--- src/rtl/cmdsel_pkg.sv ---
package cmdsel_pkg;

    // register byte offsets on the apb bus
    localparam logic [7:0] OFS_START = 8'h00;
    localparam logic [7:0] OFS_SPEED = 8'h04;
    localparam logic [7:0] OFS_NET = 8'h08;
    localparam logic [7:0] OFS_PU = 8'h0C;
    localparam logic [7:0] OFS_USERGRP = 8'h10;
    localparam logic [7:0] OFS_MODESEL = 8'h14;
    localparam logic [7:0] OFS_MODEREQ = 8'h18;
    localparam logic [7:0] OFS_STATUS = 8'h1C;

    // setting encodings
    localparam logic [15:0] SRC_COMM = 16'h0000;
    localparam logic [15:0] SRC_EXT = 16'h0001;
    localparam logic [15:0] SPEED_EXT_COMM = 16'h0002;
    localparam logic [15:0] NET_OPTION = 16'h0000;
    localparam logic [15:0] NET_RS485 = 16'h0001;
    localparam logic [15:0] NET_AUTO = 16'h270F;
    localparam logic [15:0] PU_RS485 = 16'h0001;
    localparam logic [15:0] PU_CONNECTOR = 16'h0002;
    localparam logic [15:0] USERGRP_OPEN = 16'h0000;
    localparam logic [15:0] MODESEL_MAX = 16'h0007;

    // reset values of the settings
    localparam logic [15:0] START_RST = SRC_COMM;
    localparam logic [15:0] SPEED_RST = SRC_COMM;
    localparam logic [15:0] NET_RST = NET_AUTO;
    localparam logic [15:0] PU_RST = PU_CONNECTOR;
    localparam logic [15:0] USERGRP_RST = 16'h0000;
    localparam logic [15:0] MODESEL_RST = 16'h0000;

    // status register field positions
    localparam int ST_MODE_LSB = 0;
    localparam int ST_ROUTE_LSB = 4;
    localparam int ST_REFUSED = 14;
    localparam int ST_OPTION = 15;

    // operation mode, one-hot
    typedef enum logic [3:0] {
        MODE_EXT = 4'b0001,
        MODE_PU = 4'b0010,
        MODE_NET = 4'b0100,
        MODE_COMB = 4'b1000
    } mode_t;

    // command routing presented to the drive
    typedef struct packed {
        logic startComm;
        logic startExt;
        logic freqComm;
        logic freqExt;
        logic term2Ignore;
        logic rs485Cmd;
        logic optionCmd;
        logic connectorCmd;
        logic rs485Blocked;
        logic netLocked;
    } route_t;

    // state of the option pin synchroniser
    typedef struct packed {
        logic ff1;
        logic ff2;
        logic ff3;
        logic level;
    } sync_t;

    // state of the selector
    typedef struct packed {
        logic booted;
        mode_t opMode;
        logic refused;
        logic [15:0] startSrc;
        logic [15:0] speedSrc;
        logic [15:0] netSrc;
        logic [15:0] puSrc;
        logic [15:0] userGroup;
        logic [15:0] modeSel;
        logic pready;
        logic pslverr;
        logic [31:0] prdata;
        route_t route;
    } state_t;

    localparam state_t STATE_RST = '{
        booted: 1'b0,
        opMode: MODE_EXT,
        refused: 1'b0,
        startSrc: START_RST,
        speedSrc: SPEED_RST,
        netSrc: NET_RST,
        puSrc: PU_RST,
        userGroup: USERGRP_RST,
        modeSel: MODESEL_RST,
        pready: 1'b0,
        pslverr: 1'b0,
        prdata: 32'h0000_0000,
        route: '0
    };

endpackage

--- src/rtl/option_sync.sv ---
`timescale 1ns/1ps
module option_sync (
    // clock and reset
    input wire logic clk,
    input wire logic arst_n,
    // asynchronous pin and its clean level
    input wire logic pinIn,
    output logic level
);

    cmdsel_pkg::sync_t state;
    cmdsel_pkg::sync_t next_state;

    // three-stage chain; the level follows once stages two and three agree
    always_comb
    begin
        next_state = state;
        next_state.ff1 = pinIn;
        next_state.ff2 = state.ff1;
        next_state.ff3 = state.ff2;
        if (state.ff2 == state.ff3)
        begin
            next_state.level = state.ff3;
        end
    end

    // state register
    always_ff @(posedge clk or negedge arst_n)
    begin
        if (!arst_n)
        begin
            state <= '0;
        end
        else
        begin
            state <= next_state;
        end
    end

    assign level = state.level;

endmodule

--- src/rtl/command_source_selector.sv ---
// How it works
// - start commands come from communication when the start source is 0 and from the terminals when it is 1.
// - the frequency command comes from communication when the speed source is 0 and from the terminals when 1.
// - speed source 2 marks the source external but keeps communication frequency and ignores terminal 2.
// - in network mode the option card commands when the network source is 0, the rs485 port when it is 1.
// - network source 9999 picks the rs485 port without an option card and the option card with one.
// - with automatic network source and a card fitted, rs485 writes, starts and frequencies are refused.
// - in panel mode the rs485 port commands for panel source 1 and the panel connector for panel source 2.
// - with network and panel sources both 1 the panel mode owns rs485 and network mode is refused.
// - a network mode that needs the option card is refused while no card is fitted.
// - network and panel source settings take writes at any time.
// - start and speed sources take writes only with user group 0 or with a card connected.
// - routing uses the operation mode, which is taken from the mode selection at power-on.
`timescale 1ns/1ps
module command_source_selector #(
    parameter int ADDR_W = 8
) (
    // clock and reset
    input wire logic clk,
    input wire logic arst_n,
    // apb slave
    input wire logic psel,
    input wire logic penable,
    input wire logic pwrite,
    input wire logic [ADDR_W-1:0] paddr,
    input wire logic [31:0] pwdata,
    output logic [31:0] prdata,
    output logic pready,
    output logic pslverr,
    // option card presence pin
    input wire logic optionCardPin,
    // command routing
    output cmdsel_pkg::route_t route
);

    if (ADDR_W < 5 || ADDR_W > 8)
    begin : g_check
        $error("ADDR_W must be 5 to 8");
    end

    cmdsel_pkg::state_t state;
    cmdsel_pkg::state_t next_state;
    logic optPresent;
    logic [7:0] addr;

    assign addr = 8'(paddr);

    // clean option card presence
    option_sync u_sync (
        .clk(clk),
        .arst_n(arst_n),
        .pinIn(optionCardPin),
        .level(optPresent)
    );

    // network source resolves to the rs485 port
    function automatic logic netOnRs485(input logic [15:0] netSrc, input logic opt);
        netOnRs485 = (netSrc == cmdsel_pkg::NET_RS485) || (netSrc == cmdsel_pkg::NET_AUTO && !opt);
    endfunction

    // network mode must be refused in the present configuration
    function automatic logic netRefused(input logic [15:0] netSrc, input logic [15:0] puSrc, input logic opt);
        logic rs;
        rs = netOnRs485(netSrc, opt);
        netRefused = (rs && puSrc == cmdsel_pkg::PU_RS485)
            || (!rs && !opt);
    endfunction

    // mode entered at power-on from the mode selection
    function automatic cmdsel_pkg::mode_t bootMode(input logic [15:0] modeSel);
        case (modeSel)
            16'h0001: bootMode = cmdsel_pkg::MODE_PU;
            16'h0003, 16'h0004: bootMode = cmdsel_pkg::MODE_COMB;
            default: bootMode = cmdsel_pkg::MODE_EXT;
        endcase
    endfunction

    // whether a requested mode is allowed by the stored mode selection
    function automatic logic switchOk(input cmdsel_pkg::mode_t cur, input logic [3:0] req,
        input logic [15:0] modeSel);
        case (modeSel)
            16'h0000, 16'h0006, 16'h0007:
                switchOk = (req == cmdsel_pkg::MODE_EXT || req == cmdsel_pkg::MODE_PU
                    || req == cmdsel_pkg::MODE_NET)
                    && !(cur == cmdsel_pkg::MODE_PU && req == cmdsel_pkg::MODE_NET)
                    && !(cur == cmdsel_pkg::MODE_NET && req == cmdsel_pkg::MODE_PU);
            16'h0001: switchOk = (req == cmdsel_pkg::MODE_PU);
            16'h0002: switchOk = (req == cmdsel_pkg::MODE_EXT || req == cmdsel_pkg::MODE_NET);
            16'h0003, 16'h0004: switchOk = (req == cmdsel_pkg::MODE_COMB);
            default: switchOk = 1'b0;
        endcase
    endfunction

    // routing derived from the settings, the mode and card presence
    function automatic cmdsel_pkg::route_t routeOf(input cmdsel_pkg::state_t s, input logic opt);
        logic netActive;
        logic puActive;
        logic rs;
        netActive = (s.opMode == cmdsel_pkg::MODE_NET);
        puActive = (s.opMode == cmdsel_pkg::MODE_PU);
        rs = netOnRs485(s.netSrc, opt);
        routeOf.startComm = netActive && s.startSrc == cmdsel_pkg::SRC_COMM;
        routeOf.startExt = netActive && s.startSrc == cmdsel_pkg::SRC_EXT;
        routeOf.freqComm = netActive && (s.speedSrc == cmdsel_pkg::SRC_COMM
            || s.speedSrc == cmdsel_pkg::SPEED_EXT_COMM);
        routeOf.freqExt = netActive && (s.speedSrc == cmdsel_pkg::SRC_EXT
            || s.speedSrc == cmdsel_pkg::SPEED_EXT_COMM);
        routeOf.term2Ignore = netActive && s.speedSrc == cmdsel_pkg::SPEED_EXT_COMM;
        routeOf.rs485Cmd = (puActive && s.puSrc == cmdsel_pkg::PU_RS485)
            || (netActive && rs);
        routeOf.optionCmd = netActive && !rs;
        routeOf.connectorCmd = puActive && s.puSrc == cmdsel_pkg::PU_CONNECTOR;
        routeOf.rs485Blocked = s.netSrc == cmdsel_pkg::NET_AUTO && opt;
        routeOf.netLocked = netRefused(s.netSrc, s.puSrc, opt);
    endfunction

    // register read data
    function automatic logic [31:0] readReg(input logic [7:0] a, input cmdsel_pkg::state_t s, input logic opt);
        readReg = 32'h0000_0000;
        case (a)
            cmdsel_pkg::OFS_START: readReg = {16'h0000, s.startSrc};
            cmdsel_pkg::OFS_SPEED: readReg = {16'h0000, s.speedSrc};
            cmdsel_pkg::OFS_NET: readReg = {16'h0000, s.netSrc};
            cmdsel_pkg::OFS_PU: readReg = {16'h0000, s.puSrc};
            cmdsel_pkg::OFS_USERGRP: readReg = {16'h0000, s.userGroup};
            cmdsel_pkg::OFS_MODESEL: readReg = {16'h0000, s.modeSel};
            cmdsel_pkg::OFS_MODEREQ: readReg = {28'h000_0000, s.opMode};
            cmdsel_pkg::OFS_STATUS:
            begin
                readReg[cmdsel_pkg::ST_MODE_LSB +: 4] = s.opMode;
                readReg[cmdsel_pkg::ST_ROUTE_LSB +: 10] = s.route;
                readReg[cmdsel_pkg::ST_REFUSED] = s.refused;
                readReg[cmdsel_pkg::ST_OPTION] = opt;
            end
            default: readReg = 32'h0000_0000;
        endcase
    endfunction

    // write check: unmapped, out of range, protected or refused
    function automatic logic writeErr(input logic [7:0] a, input logic [31:0] d, input cmdsel_pkg::state_t s,
        input logic opt);
        logic [15:0] v;
        v = d[15:0];
        case (a)
            cmdsel_pkg::OFS_START:
                writeErr = v > cmdsel_pkg::SRC_EXT
                    || !(s.userGroup == cmdsel_pkg::USERGRP_OPEN || opt);
            cmdsel_pkg::OFS_SPEED:
                writeErr = v > cmdsel_pkg::SPEED_EXT_COMM
                    || !(s.userGroup == cmdsel_pkg::USERGRP_OPEN || opt);
            cmdsel_pkg::OFS_NET:
                writeErr = !(v == cmdsel_pkg::NET_OPTION || v == cmdsel_pkg::NET_RS485
                    || v == cmdsel_pkg::NET_AUTO);
            cmdsel_pkg::OFS_PU:
                writeErr = !(v == cmdsel_pkg::PU_RS485 || v == cmdsel_pkg::PU_CONNECTOR);
            cmdsel_pkg::OFS_USERGRP: writeErr = 1'b0;
            cmdsel_pkg::OFS_MODESEL: writeErr = v > cmdsel_pkg::MODESEL_MAX || v == 16'h0005;
            cmdsel_pkg::OFS_MODEREQ:
                writeErr = !switchOk(s.opMode, d[3:0], s.modeSel)
                    || (d[3:0] == cmdsel_pkg::MODE_NET && netRefused(s.netSrc, s.puSrc, opt));
            default: writeErr = 1'b1;
        endcase
    endfunction

    // next state: apb slave with one wait state, boot mode, routing
    always_comb
    begin
        logic access;
        logic done;
        logic [15:0] v;
        access = psel && penable;
        done = access && state.pready;
        v = pwdata[15:0];
        next_state = state;
        next_state.pready = access && !state.pready;
        next_state.pslverr = 1'b0;
        next_state.prdata = 32'h0000_0000;
        if (access && !state.pready)
        begin
            if (pwrite)
            begin
                next_state.pslverr = writeErr(addr, pwdata, state, optPresent);
            end
            else
            begin
                next_state.prdata = readReg(addr, state, optPresent);
                next_state.pslverr = (addr > cmdsel_pkg::OFS_STATUS) || (addr[1:0] != 2'b00);
            end
        end
        if (!state.booted)
        begin
            next_state.booted = 1'b1;
            next_state.opMode = bootMode(state.modeSel);
        end
        else if (state.opMode == cmdsel_pkg::MODE_NET && netRefused(state.netSrc, state.puSrc, optPresent))
        begin
            next_state.opMode = cmdsel_pkg::MODE_EXT;
        end
        if (done && pwrite && addr == cmdsel_pkg::OFS_MODEREQ)
        begin
            next_state.refused = state.pslverr;
        end
        if (done && pwrite && !state.pslverr)
        begin
            case (addr)
                cmdsel_pkg::OFS_START: next_state.startSrc = v;
                cmdsel_pkg::OFS_SPEED: next_state.speedSrc = v;
                cmdsel_pkg::OFS_NET: next_state.netSrc = v;
                cmdsel_pkg::OFS_PU: next_state.puSrc = v;
                cmdsel_pkg::OFS_USERGRP: next_state.userGroup = v;
                cmdsel_pkg::OFS_MODESEL: next_state.modeSel = v;
                cmdsel_pkg::OFS_MODEREQ: next_state.opMode = cmdsel_pkg::mode_t'(pwdata[3:0]);
                default: next_state.modeSel = state.modeSel;
            endcase
        end
        next_state.route = routeOf(state, optPresent);
    end

    // state register
    always_ff @(posedge clk or negedge arst_n)
    begin
        if (!arst_n)
        begin
            state <= cmdsel_pkg::STATE_RST;
        end
        else
        begin
            state <= next_state;
        end
    end

    // outputs straight from the state register
    assign prdata = state.prdata;
    assign pready = state.pready;
    assign pslverr = state.pslverr;
    assign route = state.route;

    // start source 0 in network mode routes starts to communication
    property p_start_comm;
        @(posedge clk) disable iff (!arst_n)
        (state.opMode == cmdsel_pkg::MODE_NET && state.startSrc == 16'h0000)
            |=> (route.startComm && !route.startExt);
    endproperty
    a_start_comm: assert property (p_start_comm) else $error("start not from communication");

    // speed source 1 routes frequency to the terminals only
    property p_freq_ext;
        @(posedge clk) disable iff (!arst_n)
        (state.opMode == cmdsel_pkg::MODE_NET && state.speedSrc == 16'h0001)
            |=> (route.freqExt && !route.freqComm && !route.term2Ignore);
    endproperty
    a_freq_ext: assert property (p_freq_ext) else $error("frequency not from terminals");

    // speed source 2 keeps communication frequency and drops terminal 2
    property p_freq_mixed;
        @(posedge clk) disable iff (!arst_n)
        (state.opMode == cmdsel_pkg::MODE_NET && state.speedSrc == 16'h0002)
            |=> (route.freqExt && route.freqComm && route.term2Ignore);
    endproperty
    a_freq_mixed: assert property (p_freq_mixed) else $error("mixed frequency source wrong");

    // network source 0 hands network commands to the option card
    property p_net_option;
        @(posedge clk) disable iff (!arst_n)
        (state.opMode == cmdsel_pkg::MODE_NET && state.netSrc == 16'h0000)
            |=> (route.optionCmd && !route.rs485Cmd);
    endproperty
    a_net_option: assert property (p_net_option) else $error("option card not commanding");

    // automatic network source without a card uses rs485
    property p_net_auto;
        @(posedge clk) disable iff (!arst_n)
        (state.opMode == cmdsel_pkg::MODE_NET && state.netSrc == 16'h270F && !optPresent)
            |=> (route.rs485Cmd && !route.optionCmd);
    endproperty
    a_net_auto: assert property (p_net_auto) else $error("automatic source not rs485");

    // automatic network source with a card blocks rs485 commands
    property p_rs485_block;
        @(posedge clk) disable iff (!arst_n)
        (state.netSrc == 16'h270F && optPresent) |=> route.rs485Blocked;
    endproperty
    a_rs485_block: assert property (p_rs485_block) else $error("rs485 not blocked");

    // panel source 2 in panel mode gives the connector the commands
    property p_pu_connector;
        @(posedge clk) disable iff (!arst_n)
        (state.opMode == cmdsel_pkg::MODE_PU && state.puSrc == 16'h0002)
            |=> (route.connectorCmd && !route.rs485Cmd);
    endproperty
    a_pu_connector: assert property (p_pu_connector) else $error("connector not commanding");

    // a refused network request keeps network mode out and sets the refused flag
    property p_net_refused;
        @(posedge clk) disable iff (!arst_n)
        (psel && penable && pready && pwrite && addr == 8'h18 && pwdata[3:0] == 4'b0100
            && netRefused(state.netSrc, state.puSrc, optPresent) && state.booted)
            |=> (state.opMode != cmdsel_pkg::MODE_NET && state.refused);
    endproperty
    a_net_refused: assert property (p_net_refused) else $error("network mode entered");

    // network source writes land whatever the mode
    property p_net_write;
        @(posedge clk) disable iff (!arst_n)
        (psel && penable && pready && !pslverr && pwrite && addr == 8'h08)
            |=> (state.netSrc == $past(pwdata[15:0]));
    endproperty
    a_net_write: assert property (p_net_write) else $error("network source write lost");

    // protected start source stays put
    property p_start_protect;
        @(posedge clk) disable iff (!arst_n)
        (psel && penable && !pready && pwrite && addr == 8'h00 && state.userGroup != 16'h0000 && !optPresent)
            |=> (pslverr ##1 $stable(state.startSrc));
    endproperty
    a_start_protect: assert property (p_start_protect) else $error("protected write taken");

endmodule

--- config.mk ---
export PLATFORM = sky130hd
export DESIGN_NAME = command_source_selector
export DESIGN_NICKNAME = d
export VERILOG_FILES = /design/src/rtl/cmdsel_pkg.sv /design/src/rtl/option_sync.sv /design/src/rtl/command_source_selector.sv
export SDC_FILE = /design/constraint.sdc
export NUM_CORES = 1
export LEC_CHECK = 0
export BUFFER_PORTS_ARGS = -buffer_cell sky130_fd_sc_hd__buf_2
export CAP_MARGIN = 40
export CORE_MARGIN = 5
export CORE_UTILIZATION = 26
export DETAILED_ROUTE_END_ITERATION = 6
export PLACE_DENSITY = 0.43
export SYNTH_ARGS = -nofsm -noshare
export SYNTH_HDL_FRONTEND = slang
export SYNTH_SLANG_ARGS = --single-unit
--- constraint.sdc ---
create_clock -name clk -period 2.45 [get_ports clk]
set_clock_uncertainty 0.05 [all_clocks]
set_input_delay 0.49 -clock clk [delete_from_list [all_inputs] [get_ports clk]]
set_output_delay 0.49 -clock clk [all_outputs]
set_load 0.02 [all_outputs]
# After elaboration in Yosys (flattened, before gate mapping)
# Cells that the tools add are included.
dict set report totals {
  ff_bits 150
  out_inout_bits 44
  ram_bits 0
  rom_bits 0
  n_memories 0
  latch_bits 0
  elab_cells 142
}
dict set report op_classes {
  muxes 14
  shifts 0
  n_bitwise 0
  n_addsub 0
  magnitude_cmp 4
  reduce_logical 67
  n_eq_ne 31
  div 0
  mul 0
}
# operator n
set op_table {}
lappend op_table {{case mux 16 bit (8 select lines)} 1}
lappend op_table {{equality test 16 x 1 -> 1 bit, second input constant} 6}
lappend op_table {{equality test 16 x 2 -> 1 bit, second input constant} 5}
lappend op_table {{zero test 16 bit} 5}
lappend op_table {{equality test 16 x 3 -> 1 bit, second input constant} 4}
lappend op_table {{2-to-1 mux 33 bit} 1}
lappend op_table {{equality test 16 x 14 -> 1 bit, second input constant} 2}
lappend op_table {{equality test 8 x 5 -> 1 bit, second input constant} 4}
lappend op_table {{logical AND 1 bit} 25}
lappend op_table {{logical OR 1 bit} 17}
lappend op_table {{equality test 8 x 4 -> 1 bit, second input constant} 2}
lappend op_table {{greater-than comparator 16 x 1 -> 1 bit, second input constant} 1}
lappend op_table {{greater-than comparator 16 x 2 -> 1 bit, second input constant} 1}
lappend op_table {{greater-than comparator 16 x 3 -> 1 bit, second input constant} 1}
lappend op_table {{2-to-1 mux 16 bit} 1}
lappend op_table {{2-to-1 mux 4 bit} 4}
lappend op_table {{AND reduction 2 bit} 6}
lappend op_table {{zero test 1 bit} 10}
lappend op_table {{equality test 4 x 2 -> 1 bit, second input constant} 2}
lappend op_table {{equality test 4 x 3 -> 1 bit, second input constant} 2}
lappend op_table {{equality test 8 x 3 -> 1 bit, second input constant} 1}
lappend op_table {{greater-than comparator 8 x 5 -> 1 bit, second input constant} 1}
lappend op_table {{zero test 8 bit} 1}
lappend op_table {{case mux 4 bit (2 select lines)} 1}
lappend op_table {{other kinds (9)} 12}

# Depth between registers and ports, before layout
# Gate-level depths: netlist of the first run.
dict set report depth {
  word_depth 14
  ltp_mapped 8
}

# Modules after synthesis
# From an unflattened synthesis of the first run, not the netlist that was laid out.
dict set report unflattened {
  hier_cells 566
  area_unflattened_um2 6718.9
}
# mod seq_area_each_um2 cells_per_inst instances area_per_inst_um2
set modules_own_cells {}
lappend modules_own_cells {command_source_selector 3265.6 561 1 6607.6}
lappend modules_own_cells {option_sync 100.1 5 1 111.4}

# Least setup slack after synthesis of the first run
# No wires, ideal clock.
dict set report synth_timing {
  kind {input-to-reg}
  startpoint {input port paddr[4]}
  endpoint {register state[103] (netlist name)}
  t_arrival_ns 1.883
  cell_stages 6
  setup_slack_ns 0.392
  t_required_ns 2.275
  n_path_buf 2
  setup_time_ns 0.125
  cell_sequence {buf_4 and2b_1 and3_1 nand2_1 buf_2 mux2_2}
}
dict set report synth_via {
  elab_chain_cells 2
}
# element line_no
set synth_rtl {}
lappend synth_rtl {{from (decl)} command_source_selector.sv:25} ;# input wire logic [ADDR_W-1:0] paddr,
lappend synth_rtl {{equality test 8 x 4 -> 1 bit} command_source_selector.sv:205} ;# case (addr)
lappend synth_rtl {{AND reduction 2 bit (no source line)} --}
lappend synth_rtl {{to (signal assigned)} command_source_selector.sv:224} ;# state <= cmdsel_pkg::STATE_RST;
lappend synth_rtl {{to (signal assigned)} command_source_selector.sv:228} ;# state <= next_state;
lappend synth_rtl {{to (decl)} command_source_selector.sv:41} ;# cmdsel_pkg::state_t state;
# No other way between the ends.
# A chain may end at the register's enable or synchronous reset.

==> impl_metrics.ini, run 1 <==
[outcome]
status = complete, no violations

[global_routing]
grt_usage_pct = 13.4
grt_first_pass_wirelength_um = 30600
grt_overflow = 0
antenna_found_initial = 0
grt_pass1_vias = 4765
grt_max_degree = 48

[floorplan]
initial_core_util_pct = 26.4
row_count = 59
dieArea_um2 = 29800
io_pins = 90
core-area_um2 = 26100
die-width_um = 173
dieHeight_um = 173

[timing]
slew_headroom_pct = 61.3
fin_crit_sh_pct = 92.0
setup_ws_ps = 195
finalCriticalPeriod_ps = 2250
tns_ps = 0
worstMarginPinSlew_ps = 575
rsz0062_at_grt = false
fmax_mhz = 444
finalHoldViolCount = 0
slew_violations = 0
setup_viol = 0

[logic_synthesis]
seq_area_frac_synth_pct = 49.0
synth_seq_cells = 134
synthDistinctLibCells = 65
synthArstFlopShare_pct = 100
netlist_instances = 537
yosysTopAreaCellShare_pct = 45.2
yosys.area.top_type = dfrtp_1
synth_edf_count = 0
synthTopCellsByCount = dfrtp_1 (124), mux2_2 (68), buf_4 (44), mux2_4 (40), nor2_1 (28)
synth_ff_type = dfrtp_1
synthTopCellsByArea = dfrtp_1 (45%), mux2_2 (11%), mux2_4 (8.7%)
syn_avg_cell_area_um2 = 12.8
synth_area_um2 = 6870
yosysMostFrequentCell = dfrtp_1
ys_warn_count = 0

[routing]
drtIter0Drc = 363
viasPerCell = 4.89
dr.pass1.iters = 6
ant_nets = 0
route.detailed.drc = 0
vias = 4598
finalWirelength_um = 20000
post_drt_wl_per_cell_um = 21.3

[placement]
place_inst = 907
place_ws_ps = 51.4
gp_congestion = 0.796
place_area_um2 = 7430
io_buffers = 57
hpwl_um = 15000

[clocking]
h-tree-depth = 4
clock-sinks = 134
cts_tree = done
clkTransAtPathRegs_ps = 60
insertion_delay_ps = 410
cts_setup_buffers = 0
clockRootBuffer = clkbuf_16
cts_made_buffers = 17
cts_buffer_depth = 2

[critical_path]
cpPeakStageDelay_ps = 560
crit_required_ps = 2700
crit_path_end = pslverr
path_max_fanout = 4
arrival_ps = 2500
regToRegSetupSlack_ps = 200
r2r_cells = 6
crit_start = state[105]
cpMaxStageDelayCell = or4_4
start_kind = register
end_kind = register
crit_chain = or4_4, nor4_4, o221ai_2, a31oi_2, a211oi_1, o221a_1
r2r-start = state[105]
path_class = reg2reg
r2r-end = pslverr

[power_and_ir_drop]
p_leak_uw = 0.00393
total_power_uw = 5170
ir_worst_vdd_uv = 373
p_per_area_nw_per_um2 = 642

[finish]
nets = 638
drive_above_1_share_pct = 44.0
diodes = 0
final_area_um2 = 8060
fin_cells = 940
area_growth_pct = 17.4

[min_path]
hold_class = in2reg

[job]
maxCapViolCount = 0
## area by class of cell
| class | count | area (um2) |
|---|---|---|
| fillers | 2631 | 18000 |
| flip-flops and latches | 134 | 3370 |
| multi-input cells | 347 | 3070 |
| repair buffers | 90 | 579 |
| clock buffers | 21 | 470 |
| well taps | 335 | 419 |
| clock inverters | 11 | 148 |
| inverters | 2 | 7.51 |
## through the flow
stage / utilization [%] / hold slack (ps)
final: 30.9 / 132
after global routing: 30.9 / 107
after CTS: 30.9 / 109
after detailed placement: 28.5 / 286
after global placement: 28.5 / 285
after floorplan: - / 144
## critical path: cells and delay by family, from the launching register on
kind | cells | cell delay (ps)
compound gates | 4 | 850
flops | 1 | 390
simple gates | 2 | 850
## kinds of logic (layout without fill, tap and decap cells)
group / count (synthesis) / after routing / share of synthesized area, %
AO/OA/AOI/OAI: 65 / 65 / 7.05
XOR/XNOR: 3 / 3 / 0.383
adder cells (fa/ha/maj): 1 / 1 / 0.146
buffers and inverters: 71 / 124 / 7.14
flip-flops: 134 / 134 / 49.0
multiplexers: 124 / 124 / 23.9
other: 2 / 17 / 0.109
AND/OR/NAND/NOR: 137 / 137 / 12.3
## cell usage in the layout, fill, tap and decap left out, types with 7 or more instances in the layout
master and instances:
buf_4 29, dfrtp_1 124, buf_2 56, a221oi_1 7, mux2_4 40, nand4_1 7, a21o_1 8, nand2_1 22
clkbuf_16 17, nor4_1 20, a21oi_1 18, nor3_1 7, a222oi_1 11, mux4_2 9, conb_1 17, mux2_2 68
dfstp_2 10, mux2i_1 7, nor2_1 28
## worst min-delay path by stage
stage	start	end	slack (ps)	depth (start not counted)
3_3_place_gp	u_sync.next_state[2]	u_sync.next_state[1]	290	0
2_1_floorplan	arst_n	prdata[0]	140	0
3_5_place_dp	u_sync.next_state[2]	u_sync.next_state[1]	290	0
6_report	optionCardPin	u_sync.next_state[2]	130	1
4_1_cts	optionCardPin	u_sync.next_state[2]	110	1
5_1_grt	optionCardPin	u_sync.next_state[2]	110	1
## layer usage
layer	wire length, um	vias to the layer above	share of wire (%)	global-route usage (%)
met3	754	16	3.8	3.18
met2	9490	109	47	21.2
met4	340	0	1.7	3.57
li1	-	2042	-	-
met5	0	-	0	0
met1	9410	2431	47	18.6
## where the power goes
group	switching (uW)	internal, uW	leakage, uW	total (uW)
Clock	966	1680	0.000292	2650
Combinational	192	88.7	0.00182	281
Sequential	15.6	2230	0.00182	2240
Total	1170	4000	0.00393	5170
## state kept, by name (all words and copies together) (netlist names)
name,cells
state,102
prdata,16
route,10
u_sync.next_state,2
pready,1
pslverr,1
u_sync.level,1
u_sync.state,1
## what timing repair did
| item | 4_1_cts | 5_1_grt |
|---|---|---|
| endpoints found under the setup margin | 0 | 1 |
| endpoints found under the hold margin | 35 | 0 |
| resized for setup | 0 | 1 |
| hold buffers | 1 | 0 |
No activity file was read; power rests on OpenSTA's default activity.
==> inputs of run 2 (changes only) <==
MAX_ROUTING_LAYER = met4   (was default)
==> run 2 against run 1 <==
Against the previous run:
- first-iteration DRC count fell by 4.4%
- clock power about the same
- final area stayed put
- wire length up 0.43%
- flip-flop and latch count unchanged
- die area is the same
- sequential share of layout area did not move
- combinational power hardly changed
- worst hold slack worse by 0.51 ps
- via count is 0.35% higher
- core utilization stayed put
- largest power group unchanged
==> impl_metrics.ini, run 2 (synthesis results as in run 1) <==
[critical_path]
arrival_ps = 2500
r2r_cells = 6
crit_family = simple AND/OR/NAND/NOR gates
crit_cells = 6
cpMaxStageDelayCell = or4_4
path_class = reg2reg
worst-path-buf-inv = 0
crit_required_ps = 2700
start_kind = register
path_max_fanout = 4
cpPeakStageDelay_ps = 560
end_kind = register
crit_chain = or4_4, nor4_4, o221ai_2, a31oi_2, a211oi_1, o221a_1

[global_routing]
grt_max_degree = 48
grt_first_pass_wirelength_um = 30600
grt_usage_pct = 13.8
grt_pass1_vias = 4750
antenna_found_initial = 0
grt_overflow = 0

[routing]
route.detailed.drc = 0
post_drt_wl_per_cell_um = 21.4
viasPerCell = 4.91
vias = 4614
dr.pass1.iters = 5
ant_nets = 0
drtIter0Drc = 347
finalWirelength_um = 20100

[outcome]
status = complete, no violations

[finish]
num-fill-cells = 2631
layout_commonest_cell = dfrtp_1
fin_util_pct = 30.9
largest-register = state
area_growth_pct = 17.4
final_cell_mix = dfrtp_1 (124), mux2_2 (68), buf_2 (56)
nets = 638
diodes = 0
drive_above_1_share_pct = 44.0
largest_register_ffs = 102

[placement]
place_ws_ps = 51.4
io_buffers = 57
gp_congestion = 0.808
hpwl_um = 15000

[timing]
slew_headroom_pct = 64.1
worstMarginPinSlew_ps = 532
setup_viol = 0
finalCriticalPeriod_ps = 2250
setup_ws_ps = 204
slew_violations = 0
tns_ps = 0
finalHoldViolCount = 0
rsz0062_at_grt = false
fmax_mhz = 445
fin_crit_sh_pct = 91.7

[clocking]
insertion_delay_ps = 410
h-tree-depth = 4
cts_made_buffers = 17
clkTransAtPathRegs_ps = 60
clock-sinks = 134
cts_buffer_depth = 2
cts_tree = done
cts_setup_buffers = 0
clockRootBuffer = clkbuf_16

[job]
maxCapViolCount = 0

[floorplan]
initial_core_util_pct = 26.4
dieHeight_um = 173
io_pins = 90
dieArea_um2 = 29800
die-width_um = 173
row_count = 59
core-area_um2 = 26100

[power_and_ir_drop]
ir_worst_vdd_uv = 373
p_leak_uw = 0.00393
p_per_area_nw_per_um2 = 641
total_power_uw = 5170

[min_path]
hold_class = in2reg
whs_path_depth = 1
run 2: what timing repair did:
action / 4_1_cts / 5_1_grt
gates resized for setup: 0 / 1
endpoints found under the hold margin: 35 / 0
setup endpoints to repair: 0 / 1
hold buffers: 1 / 0
run 2: worst paths after layout:
kind / from / end / slack [ps]
max in group asynchronous: arst_n / state[102] / 1110
worst min register to register: u_sync.next_state[2] / u_sync.next_state[1] / 300
worst max-delay path: state[105] / pslverr / 200
worst max register to register: state[105] / pslverr / 200
worst min-delay path: optionCardPin / u_sync.next_state[2] / 130
min in group asynchronous: arst_n / state[145] / 530
run 2: final cells by class:
class | count | area [um2] | share of cell area, %
Clock buffer | 21 | 470 | 5.83
Clock inverter | 11 | 148 | 1.83
Inverter | 2 | 7.51 | 0.0931
Multi-Input combinational cell | 347 | 3070 | 38.1
Sequential cell | 134 | 3370 | 41.7
Tap cell | 335 | 419 | 5.20
Timing Repair Buffer | 90 | 579 | 7.18
run 2: power by group:
| part | leakage, uW | internal, uW | switching [uW] |
|---|---|---|---|
| Sequential | 0.00182 | 2230 | 15.6 |
| Clock | 0.000292 | 1680 | 962 |
| Combinational | 0.00182 | 88.7 | 193 |
run 2: layer usage:
layer,up-vias,track usage (%),share of wire [%]
met1,2434,18.8,48
met2,118,21.2,47
met4,0,3.53,1.8
li1,2044,-,-
met3,18,2.96,3.4
met5,-,-,0
run 2: per-stage QoR:
stage / cell area (um2) / cells / hold WS [ps]
2_1_floorplan: 6920 / 552 / 144
3_3_place_gp: 7430 / 907 / 285
3_5_place_dp: 7430 / 907 / 286
4_1_cts: 8060 / 940 / 109
5_1_grt: 8060 / 940 / 107
6_report: 8060 / 940 / 131
==> inputs of run 3 (changes only) <==
CTS_BUF_LIST = sky130_fd_sc_hd__clkbuf_16   (was default)
==> run 3 against run 2 <==
Against the previous run:
- die area unchanged
- via count down 0.52%
- final cell count unchanged
- power down 2.0%
- register-to-register slack about the same
- critical path depth unchanged
- count of clock-buffer cells in the layout down 4
- combinational power about the same
- flip-flop and latch count unchanged
- fmax about the same
- setup slack about the same
- clock power down 4%
- critical path type unchanged
==> impl_metrics.ini, run 3 (synthesis results as in run 1) <==
[outcome]
status = complete, no violations

[job]
maxCapViolCount = 0

[global_routing]
grt_first_pass_wirelength_um = 30700
grt_max_degree = 48
grt_pass1_vias = 4745
grt_overflow = 0
grt_usage_pct = 13.8
antenna_found_initial = 0

[placement]
io_buffers = 57
gp_congestion = 0.808
place_area_um2 = 7430
hpwl_um = 15000
place_ws_ps = 51.4

[routing]
wl_met2_um = 9500
post_drt_wl_per_cell_um = 21.4
top_layer = met4
vias = 4590
ant_nets = 0
viasPerCell = 4.88
wl_met1_um = 9570
finalWirelength_um = 20100
route.detailed.drc = 0
drtIter0Drc = 363
met3_wirelength_um = 669
dr.pass1.iters = 5

[floorplan]
dieHeight_um = 173
io_pins = 90
die-width_um = 173
dieArea_um2 = 29800
core-area_um2 = 26100
row_count = 59
initial_core_util_pct = 26.4

[finish]
largest-register = state
nets = 638
fin_util_pct = 30.8
diodes = 0
largest_register_ffs = 102
area_growth_pct = 17.0
num-fill-cells = 2629
layout_commonest_cell = dfrtp_1
multi_input_area_um2 = 3070
final_area_um2 = 8030
drive_above_1_share_pct = 43.5
seq_area_um2 = 3370
final_cell_mix = dfrtp_1 (124), mux2_2 (68), buf_2 (56)

[power_and_ir_drop]
p_leak_uw = 0.00392
ir_worst_vdd_uv = 375
p_per_area_nw_per_um2 = 631

[clocking]
clkTransAtPathRegs_ps = 60
h-tree-depth = 4
clock-sinks = 134
cts_made_buffers = 17
clockRootBuffer = clkbuf_16
cts_setup_buffers = 0
cts_tree = done
cts_buffer_depth = 2
insertion_delay_ps = 420

[timing]
finalHoldViolCount = 0
slew_violations = 0
fin_crit_sh_pct = 91.7
rsz0062_at_grt = false
slew_headroom_pct = 64.1
fmax_mhz = 445
tns_ps = 0
worstMarginPinSlew_ps = 531
setup_viol = 0
setup_ws_ps = 204
finalCriticalPeriod_ps = 2250

[critical_path]
path_class = reg2reg
crit_required_ps = 2700
arrival_ps = 2500
start_kind = register
end_kind = register
r2r_cells = 6
path_max_fanout = 4

[min_path]
hold_class = in2reg
whs_path_depth = 1
==> run 3: power breakdown <==
part | leakage (uW) | switching (uW) | internal (uW)
registers | 0.00182 | 15.9 | 2230
logic | 0.00182 | 192 | 88.7
clock network | 0.000279 | 959 | 1580
==> run 3: layout make-up <==
type,instances,share of cell area (%)
Multi-Input combinational cell,347,38.3
Timing Repair Buffer,90,7.21
Clock inverter,15,2.02
Tap cell,335,5.22
Inverter,2,0.0935
Sequential cell,134,41.9
Clock buffer,17,5.30
==> run 3: final timing paths <==
kind / from / end / slack, ps
worst min-delay path: optionCardPin / u_sync.next_state[2] / 130
max in group asynchronous: arst_n / state[100] / 1120
worst max-delay path: state[105] / pslverr / 200
min in group asynchronous: arst_n / state[145] / 530
worst max register to register: state[105] / pslverr / 200
worst min register to register: u_sync.next_state[2] / u_sync.next_state[1] / 300
==> run 3: critical path, cell delays in order, from the launching register on <==
cell	delay, ps
dfstp_2	390
or4_4	560
nor4_4	290
o221ai_2	180
a31oi_2	300
a211oi_1	130
o221a_1	240
==> run 3: metrics by stage <==
stage          std cells  total power, uW  hold WS, ps
6_report             940             5070          130
5_1_grt              940             5250          106
3_5_place_dp         907             2570          286
3_3_place_gp         907             2560          285
2_1_floorplan        552             2420          144
4_1_cts              940             5130          109
==> run 3: routing by layer <==
metal / vias to the layer above / global-route usage (%)
li1: 2046 / -
met4: 0 / 3.53
met2: 115 / 21.2
met5: - / -
met1: 2413 / 18.8
met3: 16 / 2.96
==> run 3: what timing repair did <==
action / 4_1_cts / 5_1_grt
endpoints found under the setup margin: 0 / 1
hold buffers: 1 / 0
gates resized for setup: 0 / 1
hold endpoints to repair: 35 / 0
